## config.mk

```make
export PLATFORM = sky130hd
export DESIGN_NAME = pd_odt_ctrl
export DESIGN_NICKNAME = d
export VERILOG_FILES = /design/src/design/pd_odt_pkg.sv /design/src/design/pd_odt_ctrl.sv /design/src/design/odt_delay_line.sv /design/src/design/bank_tracker.sv
export SDC_FILE = /design/constraint.sdc
export NUM_CORES = 1
export LEC_CHECK = 0
export ABC_AREA = 1
export BUFFER_PORTS_ARGS = -buffer_cell sky130_fd_sc_hd__buf_2
export CAP_MARGIN = 20
export CORE_MARGIN = 8
export CORE_UTILIZATION = 33
export DETAILED_ROUTE_END_ITERATION = 10
export MAX_ROUTING_LAYER = met4
export PLACE_DENSITY_LB_ADDON = 0.15
export SLEW_MARGIN = 30
export SYNTH_ARGS = -nofsm -noshare
export SYNTH_HDL_FRONTEND = slang
export SYNTH_SLANG_ARGS = --single-unit
```

## constraint.sdc

```tcl
create_clock -name pclk -period 2.8 [get_ports pclk]
set_clock_uncertainty 0.05 [all_clocks]
set_input_delay 0.28 -clock pclk [delete_from_list [all_inputs] [get_ports pclk]]
set_output_delay 0.28 -clock pclk [all_outputs]
set_load 0.03 [all_outputs]
```

## src/design/pd_odt_pkg.sv

```systemverilog
// constants, types and decode helpers shared by the power-down / termination block
package pd_odt_pkg;

	// clock and timing
	localparam int CLK_PERIOD_NS = 40;
	localparam int OP_BUSY_NS = 60;
	localparam int OP_BUSY_CYC = (OP_BUSY_NS + CLK_PERIOD_NS - 1) / CLK_PERIOD_NS;
	localparam int TCPDED_CYC = 1;
	localparam logic [3:0] BUSY_LOAD = 4'(OP_BUSY_CYC);
	localparam logic [3:0] TCPDED_LOAD = 4'(TCPDED_CYC);

	// termination delay line
	localparam int ODT_DEPTH = 32;
	localparam int ODT_LAT_W = 5;

	// register map (byte addresses)
	localparam logic [11:0] CTRL_OFF = 12'h000;
	localparam logic [11:0] STATUS_OFF = 12'h004;

	// control register fields
	localparam int CTRL_FAST_EXIT_BIT = 0;
	localparam int CTRL_CWL_LSB = 4;
	localparam int CTRL_AL_LSB = 8;
	localparam int CTRL_RTT_NOM_LSB = 12;
	localparam int CTRL_RTT_WR_LSB = 16;
	localparam int CTRL_SELF_REFRESH_BIT = 20;
	localparam logic [31:0] CTRL_RESET = 32'h0000_0050;

	// status register fields
	localparam int STAT_STATE_LSB = 0;
	localparam int STAT_DLL_BIT = 4;
	localparam int STAT_RTT_BIT = 5;
	localparam int STAT_BUF_BIT = 6;
	localparam int STAT_CMDRX_BIT = 7;
	localparam int STAT_BANKS_LSB = 8;
	localparam int STAT_BUSY_BIT = 16;
	localparam int STAT_LAT_LSB = 24;

	// command codes {cs_n, ras_n, cas_n, we_n}
	localparam logic [3:0] CMD_MRS = 4'h0;
	localparam logic [3:0] CMD_REF = 4'h1;
	localparam logic [3:0] CMD_PRE = 4'h2;
	localparam logic [3:0] CMD_ACT = 4'h3;
	localparam logic [3:0] CMD_WR = 4'h4;
	localparam logic [3:0] CMD_RD = 4'h5;
	localparam logic [3:0] CMD_NOP = 4'h7;

	typedef enum logic [1:0] {PD_RUN, PD_ENTERING, PD_ACTIVE, PD_PRECHARGE} pd_state_t;

	// nop or deselect (cs_n high makes everything else don't care)
	function automatic logic is_idle_cmd(input logic [3:0] cmd);
		is_idle_cmd = cmd[3] || (cmd == CMD_NOP);
	endfunction

endpackage

```

## src/design/pd_odt_ctrl.sv

```systemverilog
// power-down entry/exit and synchronous on-die termination control of the memory device
//
// Operation
// - CKE registered low with nop or deselect enters power-down.
// - Row, precharge or refresh in flight completes before low-power state.
// - All banks closed gives precharge power-down, otherwise active power-down.
// - Entry disables buffers, command receivers off after tCPDED; controller sends nops.
// - Precharge power-down with fast-exit bit clear turns DLL off; otherwise DLL stays.
// - Reset asserted during power-down leaves power-down for reset state.
// - CKE registered high with nop or deselect exits; commands after tXP/tXPDLL.
// - Termination applies to data lanes via ODT pin; off in self-refresh.
// - Termination only when nominal or write termination bits nonzero.
// - Termination on/off decided from ODT pin and mode bits, no command decode.
// - Synchronous termination timing whenever the DLL is on and locked.
// - Termination follows sampled ODT after write latency minus two cycles.
// - Internal ODT also delayed by additive latency: CWL plus AL minus two.
// - ODT low around reads; device terminates again once it stops driving.
`timescale 1ns/1ns
module pd_odt_ctrl
	import pd_odt_pkg::*;
(
	input wire logic pclk,
	input wire logic presetn,
	// apb slave
	input wire logic psel,
	input wire logic penable,
	input wire logic pwrite,
	input wire logic [11:0] paddr,
	input wire logic [31:0] pwdata,
	output logic [31:0] prdata,
	output logic pready,
	output logic pslverr,
	// memory command pins
	input wire logic cke,
	input wire logic cs_n,
	input wire logic ras_n,
	input wire logic cas_n,
	input wire logic we_n,
	input wire logic [2:0] ba,
	input wire logic a10,
	input wire logic odt,
	// read datapath is driving the data lanes (same clock)
	input wire logic dq_driving,
	// block outputs
	output logic rtt_en,
	output logic dll_en,
	output logic io_buf_en,
	output logic cmd_rx_en,
	output logic low_power
);

	// cke, four command lines, three bank bits, a10 and odt
	localparam int PIN_W = 10;

	// pin synchroniser: first stage is read only by the second stage
	logic [PIN_W-1:0] pin_meta_q;
	logic [PIN_W-1:0] pin_q;
	logic [PIN_W-1:0] pin_raw;

	assign pin_raw = {cke, cs_n, ras_n, cas_n, we_n, ba, a10, odt};

	always_ff @(posedge pclk or negedge presetn)
	begin
		if (!presetn)
		begin
			pin_meta_q <= '0;
			pin_q <= '0;
		end
		else
		begin
			pin_meta_q <= pin_raw;
			pin_q <= pin_meta_q;
		end
	end

	logic cke_s;
	logic [3:0] cmd_s;
	logic [2:0] ba_s;
	logic a10_s;
	logic odt_s;

	assign cke_s = pin_q[9];
	assign cmd_s = pin_q[8:5];
	assign ba_s = pin_q[4:2];
	assign a10_s = pin_q[1];
	assign odt_s = pin_q[0];

	// registers and state
	logic [31:0] ctrl_q;
	pd_state_t state_q;
	pd_state_t state_d;
	logic cke_prev_q;
	logic [3:0] busy_q;
	logic [3:0] busy_d;
	logic [3:0] cpded_q;
	logic [3:0] cpded_d;
	logic rtt_q;
	logic rtt_d;
	logic dll_q;
	logic dll_d;
	logic buf_q;
	logic buf_d;
	logic cmdrx_q;
	logic cmdrx_d;
	logic lowp_q;
	logic [31:0] prdata_q;
	logic pready_q;
	logic pslverr_q;
	logic [7:0] banks_open;

	// control fields
	logic fast_exit;
	logic [3:0] cwl;
	logic [3:0] al;
	logic [2:0] rtt_nom;
	logic [1:0] rtt_wr;
	logic self_refresh;

	assign fast_exit = ctrl_q[CTRL_FAST_EXIT_BIT];
	assign cwl = ctrl_q[CTRL_CWL_LSB +: 4];
	assign al = ctrl_q[CTRL_AL_LSB +: 4];
	assign rtt_nom = ctrl_q[CTRL_RTT_NOM_LSB +: 3];
	assign rtt_wr = ctrl_q[CTRL_RTT_WR_LSB +: 2];
	assign self_refresh = ctrl_q[CTRL_SELF_REFRESH_BIT];

	// command qualification: once receivers are off, command pins only count for the idle check on exit
	logic cmd_valid;
	logic idle_cmd;
	logic op_start;
	logic pd_entry;
	logic pd_exit;
	logic in_pd;

	assign cmd_valid = cke_s && cmdrx_q;
	assign idle_cmd = is_idle_cmd(cmd_s);
	assign op_start = cmd_valid && ((cmd_s == CMD_ACT) || (cmd_s == CMD_PRE)
		|| (cmd_s == CMD_REF));
	assign pd_entry = (state_q == PD_RUN) && cke_prev_q && !cke_s && idle_cmd;
	assign in_pd = (state_q != PD_RUN);
	assign pd_exit = in_pd && cke_s && is_idle_cmd(cmd_s);

	bank_tracker u_banks (
		.clk(pclk),
		.rst_n(presetn),
		.cmd_valid(cmd_valid),
		.cmd(cmd_s),
		.ba(ba_s),
		.a10(a10_s),
		.open_q(banks_open)
	);

	// in-flight row/precharge/refresh timer keeps counting after cke drops
	assign busy_d = op_start ? BUSY_LOAD : ((busy_q != 4'h0) ? busy_q - 4'h1 : 4'h0);

	// power-down state machine
	always_comb
	begin
		state_d = state_q;
		unique case (state_q)
			PD_RUN:
				if (pd_entry)
					state_d = PD_ENTERING;
			PD_ENTERING:
				if (pd_exit)
					state_d = PD_RUN;
				else if (busy_q == 4'h0)
					state_d = (banks_open != 8'h00) ? PD_ACTIVE : PD_PRECHARGE;
			PD_ACTIVE, PD_PRECHARGE:
				if (pd_exit)
					state_d = PD_RUN;
		endcase
	end

	// receivers stay on for tCPDED after entry so trailing nops still land
	assign cpded_d = pd_entry ? TCPDED_LOAD
		: ((cpded_q != 4'h0) ? cpded_q - 4'h1 : 4'h0);
	assign buf_d = (state_d == PD_RUN);
	assign cmdrx_d = (state_d == PD_RUN) || (cpded_d != 4'h0);

	// dll frozen only in slow-exit precharge power-down
	assign dll_d = !((state_d == PD_PRECHARGE) && !fast_exit);

	// termination: latency = cwl + al - 2, clamped at zero
	logic [ODT_LAT_W:0] lat_sum;
	logic [ODT_LAT_W-1:0] odt_lat;
	logic odt_late;
	logic odt_mode_en;
	logic sync_mode;

	assign lat_sum = {2'b00, cwl} + {2'b00, al};
	assign odt_lat = (lat_sum < 6'd2) ? '0 : ODT_LAT_W'(lat_sum - 6'd2);

	odt_delay_line u_odt_line (
		.clk(pclk),
		.rst_n(presetn),
		.odt_in(odt_s),
		.lat(odt_lat),
		.odt_out(odt_late)
	);

	assign odt_mode_en = (rtt_nom != 3'b000) || (rtt_wr != 2'b00);
	assign sync_mode = dll_q;
	// only the pin, the mode bits, the dll state and the read driver decide; commands are not decoded
	assign rtt_d = sync_mode && odt_mode_en && !self_refresh && odt_late
		&& !dq_driving;

	always_ff @(posedge pclk or negedge presetn)
	begin
		if (!presetn)
		begin
			state_q <= PD_RUN;
			cke_prev_q <= 1'b0;
			busy_q <= 4'h0;
			cpded_q <= 4'h0;
		end
		else
		begin
			state_q <= state_d;
			cke_prev_q <= cke_s;
			busy_q <= busy_d;
			cpded_q <= cpded_d;
		end
	end

	// registered outputs
	always_ff @(posedge pclk or negedge presetn)
	begin
		if (!presetn)
		begin
			rtt_q <= 1'b0;
			dll_q <= 1'b1;
			buf_q <= 1'b1;
			cmdrx_q <= 1'b1;
			lowp_q <= 1'b0;
		end
		else
		begin
			rtt_q <= rtt_d;
			dll_q <= dll_d;
			buf_q <= buf_d;
			cmdrx_q <= cmdrx_d;
			lowp_q <= (state_d == PD_ACTIVE) || (state_d == PD_PRECHARGE);
		end
	end

	// apb decode; no wait state: pready rises in the first access cycle
	logic hit_ctrl;
	logic hit_stat;
	logic setup_ph;
	logic wr_en;
	logic [31:0] stat_word;
	logic [31:0] rd_word;

	assign hit_ctrl = (paddr == CTRL_OFF);
	assign hit_stat = (paddr == STATUS_OFF);
	assign setup_ph = psel && !penable;
	assign wr_en = psel && penable && pready_q && pwrite && hit_ctrl;

	assign stat_word = {3'b000, odt_lat, 7'h00, (busy_q != 4'h0), banks_open,
		cmdrx_q, buf_q, rtt_q, dll_q, 2'b00, state_q};
	assign rd_word = hit_ctrl ? ctrl_q : (hit_stat ? stat_word : 32'h0000_0000);

	always_ff @(posedge pclk or negedge presetn)
	begin
		if (!presetn)
			ctrl_q <= CTRL_RESET;
		else if (wr_en)
			ctrl_q <= pwdata;
	end

	// answer is prepared at setup and held through the single access cycle
	always_ff @(posedge pclk or negedge presetn)
	begin
		if (!presetn)
		begin
			pready_q <= 1'b0;
			prdata_q <= 32'h0000_0000;
			pslverr_q <= 1'b0;
		end
		else
		begin
			pready_q <= setup_ph;
			prdata_q <= (setup_ph && !pwrite) ? rd_word : 32'h0000_0000;
			pslverr_q <= setup_ph && !hit_ctrl && !hit_stat;
		end
	end

	assign prdata = prdata_q;
	assign pready = pready_q;
	assign pslverr = pslverr_q;
	assign rtt_en = rtt_q;
	assign dll_en = dll_q;
	assign io_buf_en = buf_q;
	assign cmd_rx_en = cmdrx_q;
	assign low_power = lowp_q;

endmodule

```

## src/design/odt_delay_line.sv

```systemverilog
// shift line that delays the sampled termination request by a programmable latency
`timescale 1ns/1ns
module odt_delay_line
	import pd_odt_pkg::*;
(
	input wire logic clk,
	input wire logic rst_n,
	input wire logic odt_in,
	input wire logic [ODT_LAT_W-1:0] lat,
	output logic odt_out
);

	logic [ODT_DEPTH-1:0] line_q;
	logic [ODT_DEPTH-1:0] line_d;

	// tap 0 is the current sample, tap n is n edges old
	assign line_d = {line_q[ODT_DEPTH-2:0], odt_in};
	assign odt_out = line_d[lat];

	always_ff @(posedge clk or negedge rst_n)
	begin
		if (!rst_n)
			line_q <= '0;
		else
			line_q <= line_d;
	end

endmodule

```

## src/design/bank_tracker.sv

```systemverilog
// keeps one open flag per bank from activate and precharge commands
`timescale 1ns/1ns
module bank_tracker
	import pd_odt_pkg::*;
(
	input wire logic clk,
	input wire logic rst_n,
	input wire logic cmd_valid,
	input wire logic [3:0] cmd,
	input wire logic [2:0] ba,
	input wire logic a10,
	output logic [7:0] open_q
);

	logic is_act;
	logic is_pre;

	assign is_act = cmd_valid && (cmd == CMD_ACT);
	assign is_pre = cmd_valid && (cmd == CMD_PRE);

	// precharge with a10 high closes every bank at once
	genvar b;
	generate
		for (b = 0; b < 8; b++)
		begin : g_bank
			always_ff @(posedge clk or negedge rst_n)
			begin
				if (!rst_n)
					open_q[b] <= 1'b0;
				else if (is_act && (ba == 3'(b)))
					open_q[b] <= 1'b1;
				else if (is_pre && (a10 || (ba == 3'(b))))
					open_q[b] <= 1'b0;
			end
		end
	endgenerate

endmodule

```

==> flow_results.org, run 1 <==
** Routing
- WL final :: 13600 um
- Detailed Routing Iterations Pass 1 :: 4
- DRC marker count from the first detailed-route iteration :: 394
- Dividing the detail-routed wire length by the instance count gives 15.9 um.
- After detailed routing, the number of remaining DRC violations is 0.
- Via count :: 4044
- Average vias per placed instance :: 4.72
- Antenna-violating nets left :: 0

** Final layout
- Final instance area :: 0.00724 mm^2
- Core utilization of the finished layout :: 43.7%
- Post-layout nets :: 693
- In the layout the commonest cells are sky130_fd_sc_hd__dfrtp_1 (136), sky130_fd_sc_hd__buf_2 (97), sky130_fd_sc_hd__nand2_1 (74).
- Leaving out fill and tap cells, the most frequent cell in the layout is sky130_fd_sc_hd__dfrtp_1.
- Fraction of final layout cells sized beyond drive strength 1 :: 32.5%
- Antenna diodes :: 0
- From synthesis to final layout, the design area changed by 29.5%.

** Pwr
- IR analysis of the VDD net gives a maximum drop of 0.457 mV.
- In this run switching power makes up 24.8% of total power.
- PD cells :: 682 mW/mm^2
- Logic pwr share :: 9.8%
- For this design the total switching power over the nets is 1.23 mW.
- Summed over all cells, the static leakage comes to 3.61 nW.
- Sequential share of power :: 46.0%
- Internal power comes to 3.71 mW.
- The design draws 4.94 mW.
- Clock power frac :: 44.2%

** Floorplanning
- After floorplanning, the core was sized to cover 0.0166 mm^2.
- Total number of placement rows :: 47
- Area of the die :: 0.0214 mm^2
- I/O Pins :: 99
- Floorplan die height :: 146 um
- Starting utilization of the core area :: 33.7%
- The die is 146 um wide.

** Critical path
- In this run the critical register-to-register path is captured at rtt_en.
- FF-to-FF Start :: ctrl_q[4]
- The critical path is of the reg -> reg type.
- Sort of element at the end of the critical path :: register
- For the worst setup path, the data arrival time is 2.93 ns.
- The setup check on the worst reg-to-reg path leaves a slack of 0.12 ns.
- CP required :: 3.06 ns
- The worst setup path is launched from a register.
- CP Max Fanout :: 4
- R2R cell count :: 17

** STA
- The total count of max-transition violations in the final report came to 0.
- Timing-limited maximum frequency :: 374 MHz
- After layout, the worst setup slack is 0.124 ns.
- Worst rel slew slack :: 46.0%
- Final count of negative-setup-slack endpoints :: 0
- Share of the cycle needed by the critical path after routing :: 95.6%
- The number of hold-slack violations in the final timing report came to 0.
- At the pin with the least slew margin, the transition time is 0.804 ns.
- Setup TNS after final layout :: 0 ns
- Final critical delay including setup and external delays :: 2.68 ns

** Worst hold path
- The startpoint identified for the worst hold timing path is pwdata[30].
- The path with the worst hold slack has its endpoint at ctrl_q[30].
- Worst min path class :: in -> reg
- Worst Hold Path Cells :: 2

** Place
- At the end of routability-driven placement, the weighted congestion stood at 0.835.
- Worst-case setup slack after placement :: -0.0437 ns
- The HPWL after detailed placement is 9370 um.
- During placement, the flow inserted port buffers numbering 98.
- Post-Place Cell Area :: 0.00637 mm^2

** Clock network
- Worst-path clk slew :: 0.06 ns
- Worst-case clock buffer depth :: 2
- Counting the buffers created by CTS gives 17.
- The H-tree generated during clock tree synthesis spans 4 levels.
- Cell at the root of the clock tree :: sky130_fd_sc_hd__clkbuf_16
- Clock tree from TritonCTS :: built
- Clock Latency Late Sink :: 0.42 ns
- The clock drives 141 sinks.

** Synthesis
- FF+latch count, synth :: 141
- Net count of the mapped netlist :: 564
- Average size of a mapped cell :: 11.3 um^2
- Most area-consuming cells after synthesis :: sky130_fd_sc_hd__dfrtp_1 (61%), sky130_fd_sc_hd__mux2_4 (5.4%), sky130_fd_sc_hd__nand2_1 (5.2%), sky130_fd_sc_hd__nand3_1 (4.7%), sky130_fd_sc_hd__a21oi_1 (3.0%)
- The cell count after synthesis came out at 496.
- sky130_fd_sc_hd__dfrtp_1 takes more of the synthesized area than any other cell.
- Yosys top cell area share :: 60.8%
- Proportion of synthesized chip area in sequential cells :: 63.2%
- The synthesized netlist contains 42 unique library cells.
- Warning count from the yosys run :: 0
- Post-synthesis cell area :: 0.00560 mm^2

** Global route
- Antenna violations before repair :: 0
- The total overflow left after global routing is 0.
- The number of global-route vias before repair came to 4222.
- The first global-routing pass estimated 21700 um of wire.
- Overall track demand over capacity in global routing :: 13.2%
- Entering global routing, the biggest net connects 77 pins.

** Outcome
- The flow ran to the end, and the final reports show no timing, DRC or antenna violations.

** Job
- Across the run, the number of max-cap violations was 0.
-- metrics by stage --
stage          hold WS [ns]  instances
6_report             0.0286        857
5_1_grt              0.0221        857
4_1_cts              0.0106        852
3_5_place_dp          0.286        809
3_3_place_gp          0.282        809
2_1_floorplan       -0.0656        496
-- worst max-delay path by stage --
| stage | start | endpoint | slack, ns | cells past startpoint |
|---|---|---|---|---|
| after floorplan | ctrl_q[4] | rtt_en | 0.18 | 17 |
| after global placement | ctrl_q[4] | rtt_en | 0.06 | 18 |
| after detailed placement | ctrl_q[4] | rtt_en | -0.04 | 18 |
| after CTS | ctrl_q[4] | rtt_en | 0.02 | 16 |
| after global routing | ctrl_q[4] | rtt_en | -0.06 | 17 |
| final | ctrl_q[4] | rtt_en | 0.12 | 17 |
-- final cells by class --
cell class / instances / area [um^2]
fillers: 1542 / 9340
flip-flops and latches: 141 / 3530
multi-input cells: 294 / 1930
repair buffers: 126 / 761
clock buffers: 19 / 453
well taps: 220 / 275
inverters: 45 / 174
clock inverters: 12 / 121
-- sequential cells by signal, indices dropped and copies added, names as in the netlist, 2 cells and up --
name               flops
pin_meta_q            10
cpded_q                4
u_banks.open_q         8
state_q                2
pin_q                 10
u_odt_line.line_q     31
prdata                32
ctrl_q                32
busy_q                 4
-- critical path, cell delays in order, from the launching register on --
cell	delay, ns
sky130_fd_sc_hd__dfstp_2	0.56
sky130_fd_sc_hd__ha_4	0.15
sky130_fd_sc_hd__inv_2	0.04
sky130_fd_sc_hd__fa_2	0.37
sky130_fd_sc_hd__xnor2_2	0.22
sky130_fd_sc_hd__inv_2	0.07
sky130_fd_sc_hd__ha_4	0.17
sky130_fd_sc_hd__inv_2	0.07
sky130_fd_sc_hd__nor2_4	0.05
sky130_fd_sc_hd__buf_4	0.14
sky130_fd_sc_hd__nand2_2	0.08
sky130_fd_sc_hd__o2111ai_1	0.14
sky130_fd_sc_hd__nand3_1	0.15
sky130_fd_sc_hd__nand3_2	0.07
sky130_fd_sc_hd__nand2_1	0.08
sky130_fd_sc_hd__nand2_1	0.05
sky130_fd_sc_hd__nand2_1	0.07
sky130_fd_sc_hd__nor2_1	0.04
-- power by group through the flow --
stage | registers [mW] | logic [mW] | clock network [mW]
CTS | 2.27 | 0.494 | 2.23
global placement | 2.31 | 0.471 | 0
floorplan | 2.32 | 0.263 | 0
detailed placement | 2.31 | 0.479 | 0
global route | 2.29 | 0.564 | 2.32
finish | 2.27 | 0.485 | 2.18
-- kinds of logic (layout without fill, tap and decap cells) --
family,Yosys count,count (layout),share of synthesized area [%]
AND/OR/NAND/NOR,196,198,16.7
flip-flops,141,141,63.2
buffers and inverters,63,202,4.90
AO/OA/AOI/OAI,56,56,5.68
multiplexers,29,29,7.18
adder cells (fa/ha/maj),8,8,1.92
XOR/XNOR,3,3,0.470
-- metal layers --
layer  routed length, um  global-route usage, %  vias to the layer above
met5                   0                      -                        -
met4                 292                   4.84                        0
met3                 523                   3.77                       28
met2                6950                   21.8                       90
met1                5830                   15.0                     2001
li1                    -                      -                     1925
-- cell usage after synthesis --
library cell	n
sky130_fd_sc_hd__dfrtp_1	136
sky130_fd_sc_hd__nand2_1	77
sky130_fd_sc_hd__nand3_1	53
sky130_fd_sc_hd__inv_1	43
sky130_fd_sc_hd__a21oi_1	34
sky130_fd_sc_hd__nor2_1	21
sky130_fd_sc_hd__mux2_4	20
sky130_fd_sc_hd__nor3b_1	12
sky130_fd_sc_hd__nor3_1	11
sky130_fd_sc_hd__o21ai_0	10
sky130_fd_sc_hd__clkbuf_1	8
sky130_fd_sc_hd__ha_1	7
sky130_fd_sc_hd__nand4_1	6
sky130_fd_sc_hd__dfstp_2	5
sky130_fd_sc_hd__mux2_2	5
sky130_fd_sc_hd__nor4_1	5
sky130_fd_sc_hd__buf_6	4
sky130_fd_sc_hd__mux2_1	4
sky130_fd_sc_hd__buf_2	3
sky130_fd_sc_hd__nand2_4	3
sky130_fd_sc_hd__a22o_1	2
sky130_fd_sc_hd__buf_1	2
sky130_fd_sc_hd__inv_2	2
sky130_fd_sc_hd__nand2_2	2
sky130_fd_sc_hd__nand3b_1	2
sky130_fd_sc_hd__o2111ai_1	2
sky130_fd_sc_hd__xnor2_1	2
sky130_fd_sc_hd__a211o_1	1
sky130_fd_sc_hd__a211oi_1	1
sky130_fd_sc_hd__a21boi_1	1
sky130_fd_sc_hd__a31o_2	1
sky130_fd_sc_hd__a31oi_1	1
sky130_fd_sc_hd__and2_1	1
sky130_fd_sc_hd__buf_4	1
sky130_fd_sc_hd__fa_1	1
sky130_fd_sc_hd__nor2_2	1
sky130_fd_sc_hd__o21ai_1	1
sky130_fd_sc_hd__o311ai_0	1
sky130_fd_sc_hd__o32a_1	1
sky130_fd_sc_hd__or2_2	1
sky130_fd_sc_hd__or3_1	1
sky130_fd_sc_hd__xor2_1	1
-- what timing repair did --
| item | 4_1_cts | 5_1_grt |
|---|---|---|
| pin swaps | 0 | 15 |
| hold endpoints to repair | 82 | 0 |
| gates resized for setup | 2 | 30 |
| hold buffers | 12 | 0 |
| buffers inserted | 0 | 3 |
| gates cloned | 0 | 2 |
| endpoints found under the setup margin | 1 | 2 |
Note: power is estimated with default switching activity, not from simulation.
==> run 2: changes to the inputs <==
REMOVE_ABC_BUFFERS = 1   (was default)
==> flow_results.org, run 2 (same netlist as run 1, synthesis figures left out) <==
** Outcome
- The run finished with clean final reports.

** Worst hold path
- The min-delay analysis places its worst path in the category in -> reg.
- Min-Delay Startpoint :: pwdata[31]

** Critical path
- Sort of element at the end of the critical path :: register
- CP required :: 3.06 ns
- For this run, the slowest stage of the critical path takes 0.55 ns.
- Cell repeated most along the worst path :: sky130_fd_sc_hd__nand3_1
- Cells along the critical path :: ha_4 > inv_1 > fa_2 > xnor2_2 > inv_1 > ha_2 > inv_2 > nor2_4 > nand2_8 > buf_6 > nand3_1 > nand3_1 > nand3_1 > nand3_1 > a21oi_1 > nor2_1
- FF-to-FF Start :: ctrl_q[4]
- CP Max Fanout :: 8
- STA classifies the critical path startpoint as a register.
- For this design, the slowest cell found on the critical path is sky130_fd_sc_hd__dfstp_2.
- The worst setup path is of the reg -> reg kind.
- The most critical setup path has its startpoint at ctrl_q[4].
- Arrival @ worst endpoint :: 2.89 ns

** Global route
- For this run, the total global-route usage over all layers was measured as 13.0%.
- Entering global routing, the biggest net connects 77 pins.
- Overflow after GRT :: 0
- The first global-routing pass estimated 21500 um of wire.
- Antenna violations before repair :: 0
- Via count of the first global-routing pass :: 4227

** Routing
- After detailed routing, the total wire length is 12800 um.
- Dividing the detail-routed wire length by the instance count gives 15.0 um.
- Number of remaining DRC errors :: 0
- Antenna-violating nets left :: 0
- Detailed Routing Iterations Pass 1 :: 4
- In this run, the number of DRC markers left after iteration 0 of detailed routing was 146.
- Using the TritonRoute via totals, the vias-per-cell ratio works out to 4.59.
- Via count :: 3919

** Place
- Post-Place Cell Area :: 0.00635 mm^2
- Routability congestion estimate from global placement :: 0.824
- Buffers placed on the I/O ports in this run total 98.
- Worst-case setup slack after placement :: -0.0272 ns
- Detailed placement ended at an HPWL of 9030 um.

** Clock network
- Counting along the longest clock path gives a buffer depth of 2.
- Number of buffers inserted during clock tree synthesis :: 17
- The tree is rooted in a sky130_fd_sc_hd__clkbuf_16.
- TritonCTS built the clock tree.
- Count of H-tree levels built during CTS :: 4
- Clock tree synthesis found a total of 141 sinks.
- The later pin in the worst-skew pair is clocked with a latency of 0.42 ns.
- Clock-pin slew was measured on the worst setup and hold paths at 0.06 ns.

** STA
- Final count of pins violating max slew :: 0
- In the post-route analysis, the smallest setup slack over all paths is 0.163 ns.
- Final count of negative-setup-slack endpoints :: 0
- The number of hold-slack violations in the final timing report came to 0.
- The worst pin sits at a relative slew slack of 47.4%.
- Actual transition at the worst max-transition pin :: 0.782 ns
- Final critical delay including setup and external delays :: 2.64 ns
- In the finished design, the share of the clock period the worst path needs comes to 94.2%.
- Timing-limited maximum frequency :: 379 MHz

** Final layout
- Area of the multi-input gates :: 0.00186 mm^2
- # fillers :: 1609
- Register area :: 0.00353 mm^2
- Fraction of final layout cells sized beyond drive strength 1 :: 30.1%
- Commonest cells after routing, fill and taps aside :: sky130_fd_sc_hd__dfrtp_1 (136), sky130_fd_sc_hd__buf_2 (97), sky130_fd_sc_hd__nand2_1 (76)
- Most common cell after layout, fill and taps aside :: sky130_fd_sc_hd__dfrtp_1
- From synthesis to final layout, the design area changed by 27.9%.
- Final instance area :: 0.00716 mm^2
- Post-layout nets :: 688

** Floorplanning
- I/O Pins :: 99
- The initial utilization of the core area, before any placement, comes to 33.7%.
- Row generation in the floorplan step produced 47 rows.
- Chip width :: 146 um
- Floorplan die height :: 146 um
- After floorplanning, the core was sized to cover 0.0166 mm^2.
- The die covers 0.0214 mm^2.

** Job
- Max-cap violations in this run came to 0.

** Pwr
- Leak Pwr :: 3.57 nW
- Overall power consumption after layout is estimated at 4.94 mW.
- Power spread over the standard cell area amounts to 689 mW/mm^2.
- The worst-case IR drop observed on VDD is 0.473 mV.
[run 2: changes by cell type in the layout (fill, tap and decap cells not counted), moves of 2 or more]
cell                       change
sky130_fd_sc_hd__inv_1         +2
sky130_fd_sc_hd__nand3_2       -5
sky130_fd_sc_hd__nand3_1       +5
sky130_fd_sc_hd__nand2_2       -3
sky130_fd_sc_hd__buf_4         -3
sky130_fd_sc_hd__nand2_1       +2
sky130_fd_sc_hd__clkinv_2      -2
sky130_fd_sc_hd__inv_2         -2
[run 2: final cells by class]
cell class / count / area share (%)
flip-flops and latches: 141 / 49.4
multi-input cells: 292 / 26.0
repair buffers: 123 / 10.3
clock buffers: 20 / 6.38
well taps: 220 / 3.85
inverters: 45 / 2.39
clock inverters: 11 / 1.66
diodes: 1 / 0.0350
[run 2: critical path: cells and delay by family, from the launching register on]
kind                     cells  cell delay, ns
flip-flops                   1            0.55
buffers and inverters        4            0.32
adder cells (fa/ha/maj)      3            0.70
AND/OR/NAND/NOR              7            0.62
XOR/XNOR                     1            0.16
AO/OA/AOI/OAI                1            0.13
[run 2: final timing paths]
check,cells after the start,to,slack (ns)
setup / recovery,16,rtt_en,0.16
hold / removal,2,ctrl_q[31],0.02
setup reg to reg,16,rtt_en,0.16
hold reg to reg,0,pin_q[9],0.30
max in group asynchronous,3,u_odt_line.line_q[14],1.51
min in group asynchronous,2,u_odt_line.line_q[30],0.39
[run 2: stage by stage]
step	utilization, %	cells	hold WS (ns)	setup TNS, ns
6_report	43.2	853	0.0246	0
4_1_cts	42.5	849	0.00734	0
3_5_place_dp	38.3	806	0.285	-0.0272
5_1_grt	43.1	852	0.0208	-0.0106
2_1_floorplan	-	478	-0.0656	0
3_3_place_gp	38.3	806	0.284	0
[run 2: timing repair]
item | CTS | global route
gates cloned | 0 | 1
buffers inserted | 0 | 2
endpoints found under the hold margin | 81 | 0
gates resized for setup | 2 | 18
hold buffers | 12 | 0
setup endpoints to repair | 1 | 1
pin swaps | 0 | 16
[run 2: metal layers]
metal  wire length, um  up-vias  global-route usage, %  share of wire [%]
met3               617       12                   4.02                4.8
met5                 0        -                      -                  0
met4               161        0                   4.79                1.3
li1                  -     1914                      -                  -
met1              6130     1900                   16.2                 48
met2              5910       93                   19.6                 46
[run 2: report_power, final]
part           internal, mW  total, mW  switching (mW)
Clock                  1.34       2.17           0.828
Sequential             2.18       2.27          0.0926
Combinational         0.191      0.491           0.300
==> run 3: changes to the inputs <==
PLACE_DENSITY_LB_ADDON = default   (was 0.15)
==> flow_results.org, run 3 (same netlist as run 1, synthesis figures left out) <==
** Critical path
- Worst R2R End :: rtt_en
- The slowest stage of the critical path belongs to the cell sky130_fd_sc_hd__dfstp_2.
- CP Buf/Inv Count :: 4
- The worst register-to-register path begins at ctrl_q[4].
- The worst setup path is captured at a register.
- Critical Path Source Type :: register
- By startpoint and endpoint, the worst setup path is classified as reg -> reg.
- Arrival @ worst endpoint :: 2.92 ns
- CP Max Fanout :: 7
- Setup slack, reg-to-reg :: 0.13 ns
- Cell class contributing the biggest share of worst-path delay :: simple AND/OR/NAND/NOR gates
- Cell repeated most along the worst path :: sky130_fd_sc_hd__nand3_1
- Crit-path max cell delay :: 0.56 ns
- Cells along the critical path :: ha_4 > inv_1 > fa_2 > xnor2_2 > inv_2 > ha_4 > inv_2 > nor2_4 > nand2_8 > nand2_8 > buf_6 > nand3_1 > nand3_1 > nand3_1 > a21oi_1 > nor2_1
- Counting cells, the worst reg-to-reg path comes to 16.
- Data on the critical path is required at its endpoint by 3.05 ns.

** Floorplanning
- Floorplan die height :: 146 um
- The floorplan has 47 rows.
- The floorplan step set the die width to 146 um.
- The core region is 0.0166 mm^2.
- I/O Pins :: 99
- The die covers 0.0214 mm^2.
- Starting utilization of the core area :: 33.7%

** Pwr
- Switching share of total power :: 24.5%
- Final Power :: 4.74 mW
- Summed over all cells, the static leakage comes to 3.55 nW.
- The internal portion of the total power is 3.58 mW.
- Worst supply voltage drop on vdd :: 0.414 mV
- For this design the total switching power over the nets is 1.16 mW.
- Sequential cells burn 47.8% of the power.
- In this run, the combinational gates consume 10.3% of the power.
- PD cells :: 665 mW/mm^2
- The clock network burns 41.9% of the power.

** Final layout
- Post-layout nets :: 688
- The post-route netlist has 29.6% of its cells at a drive strength greater than 1.
- Cells fill 42.9% of the core in the end.
- Syn-to-layout area delta :: 27.3%
- After filler insertion, the fill cell instance count of the layout stands at 1571.
- The library cell used most frequently in the layout, excluding fill and tap cells, is sky130_fd_sc_hd__dfrtp_1.
- 0 antenna diodes ended up in the layout.
- Commonest cells after routing, fill and taps aside :: sky130_fd_sc_hd__dfrtp_1 (136), sky130_fd_sc_hd__buf_2 (97), sky130_fd_sc_hd__nand2_1 (76)

** Clock network
- Worst-case clock buffer depth :: 2
- Clock-pin slew was measured on the worst setup and hold paths at 0.05 ns.
- Clock tree from TritonCTS :: built
- Number of buffers inserted during clock tree synthesis :: 17
- For the worst-skew pair, the clock arrives at the later sink with an insertion delay of 0.41 ns.
- The tree is rooted in a sky130_fd_sc_hd__clkbuf_16.
- Count of H-tree levels built during CTS :: 4
- TritonCTS sink count :: 141

** Routing
- WL final :: 12700 um
- Via count :: 3982
- In the routed design, unresolved DRC markers number 0.
- Dividing the detail-routed wire length by the instance count gives 14.9 um.
- Average vias per placed instance :: 4.68
- Detailed Routing Iterations Pass 1 :: 4
- Once detail routing completed, the nets flagged for antenna violations numbered 0.
- In this run, the number of DRC markers left after iteration 0 of detailed routing was 290.

** Place
- Half-perimeter wire length after placement :: 8770 um
- Routability-driven placement finished with a final weighted congestion of 0.880.
- During placement, the flow inserted port buffers numbering 98.

** STA
- Share of the cycle needed by the critical path after routing :: 95.3%
- Final count of negative-setup-slack endpoints :: 0
- Count of final hold-check violations :: 0
- Final hold analysis gives a worst-case slack of 0.0293 ns.
- Actual transition at the worst max-transition pin :: 0.847 ns
- The total count of max-transition violations in the final report was 0.
- In this run the tightest slew margin relative to its limit is 43.1%.
- Final critical delay including setup and external delays :: 2.67 ns
- Derived from the worst setup path, the maximum achievable clock frequency is 375 MHz.

** Global route
- The number of antenna violations at the first check in global routing came to 0.
- Overflow after GRT :: 0
- Global routing used 12.4% of the available tracks.
- The first global-routing pass estimated 20900 um of wire.
- The number of global-route vias before repair was 4186.
- Pin count of the biggest net entering global routing :: 77

** Worst hold path
- The worst hold path belongs to the class in -> reg.
- The worst hold path terminates at ctrl_q[29].
- Worst Hold Path Cells :: 2
- The startpoint identified for the worst hold timing path is pwdata[29].

** Outcome
- Outcome :: finished, final reports clean

** Job
- Across the run, the number of max-cap violations was 0.
==> run 3: final cells by class <==
| cell class | instances | area, um^2 | area share, % |
|---|---|---|---|
| multi-input combinational | 294 | 1890 | 26.5 |
| inverter | 45 | 171 | 2.41 |
| tap | 220 | 275 | 3.87 |
| clock inverter | 6 | 37.5 | 0.527 |
| sequential | 141 | 3530 | 49.6 |
| clock buffer | 24 | 492 | 6.91 |
| timing repair buffer | 121 | 723 | 10.2 |
==> run 3: what timing repair did <==
action,4_1_cts,5_1_grt
setup endpoints to repair,1,3
endpoints found under the hold margin,82,0
hold buffers,12,0
pin swaps,0,14
gates resized for setup,1,21
buffers inserted,0,4
gates cloned,0,3
==> run 3: metrics by stage <==
| stage | setup TNS (ns) | worst slack (ns) | instances | instance area, um^2 |
|---|---|---|---|---|
| global route | -0.00604 | -0.00604 | 851 | 7120 |
| CTS | 0 | 0.00633 | 844 | 6980 |
| detailed placement | -0.0370 | -0.0370 | 802 | 6320 |
| floorplan | 0 | 0.135 | 478 | 5490 |
| global placement | 0 | 0.0770 | 802 | 6320 |
| finish | 0 | 0.132 | 851 | 7120 |
==> run 3: power groups by stage <==
stage	sequential, mW	combinational, mW	clock (mW)
CTS	2.26	0.500	2.03
detailed placement	2.30	0.484	0
finish	2.26	0.488	1.98
floorplan	2.32	0.257	0
global placement	2.30	0.464	0
global route	2.28	0.554	2.14
==> run 3: metal layers <==
layer	track usage, %	part of all wire (%)	vias to the layer above
met3	4.11	4.4	8
met1	14.9	45	1943
met2	19.5	50	118
met5	-	0	-
li1	-	-	1913
met4	3.45	0.87	0
==> run 3: worst max path at each step <==
stage | startpoint | cells after the start | endpoint
4_1_cts | ctrl_q[4] | 18 | rtt_en
6_report | ctrl_q[4] | 16 | rtt_en
3_5_place_dp | ctrl_q[4] | 18 | rtt_en
5_1_grt | ctrl_q[4] | 16 | rtt_en
2_1_floorplan | ctrl_q[4] | 16 | rtt_en
3_3_place_gp | ctrl_q[4] | 18 | rtt_en
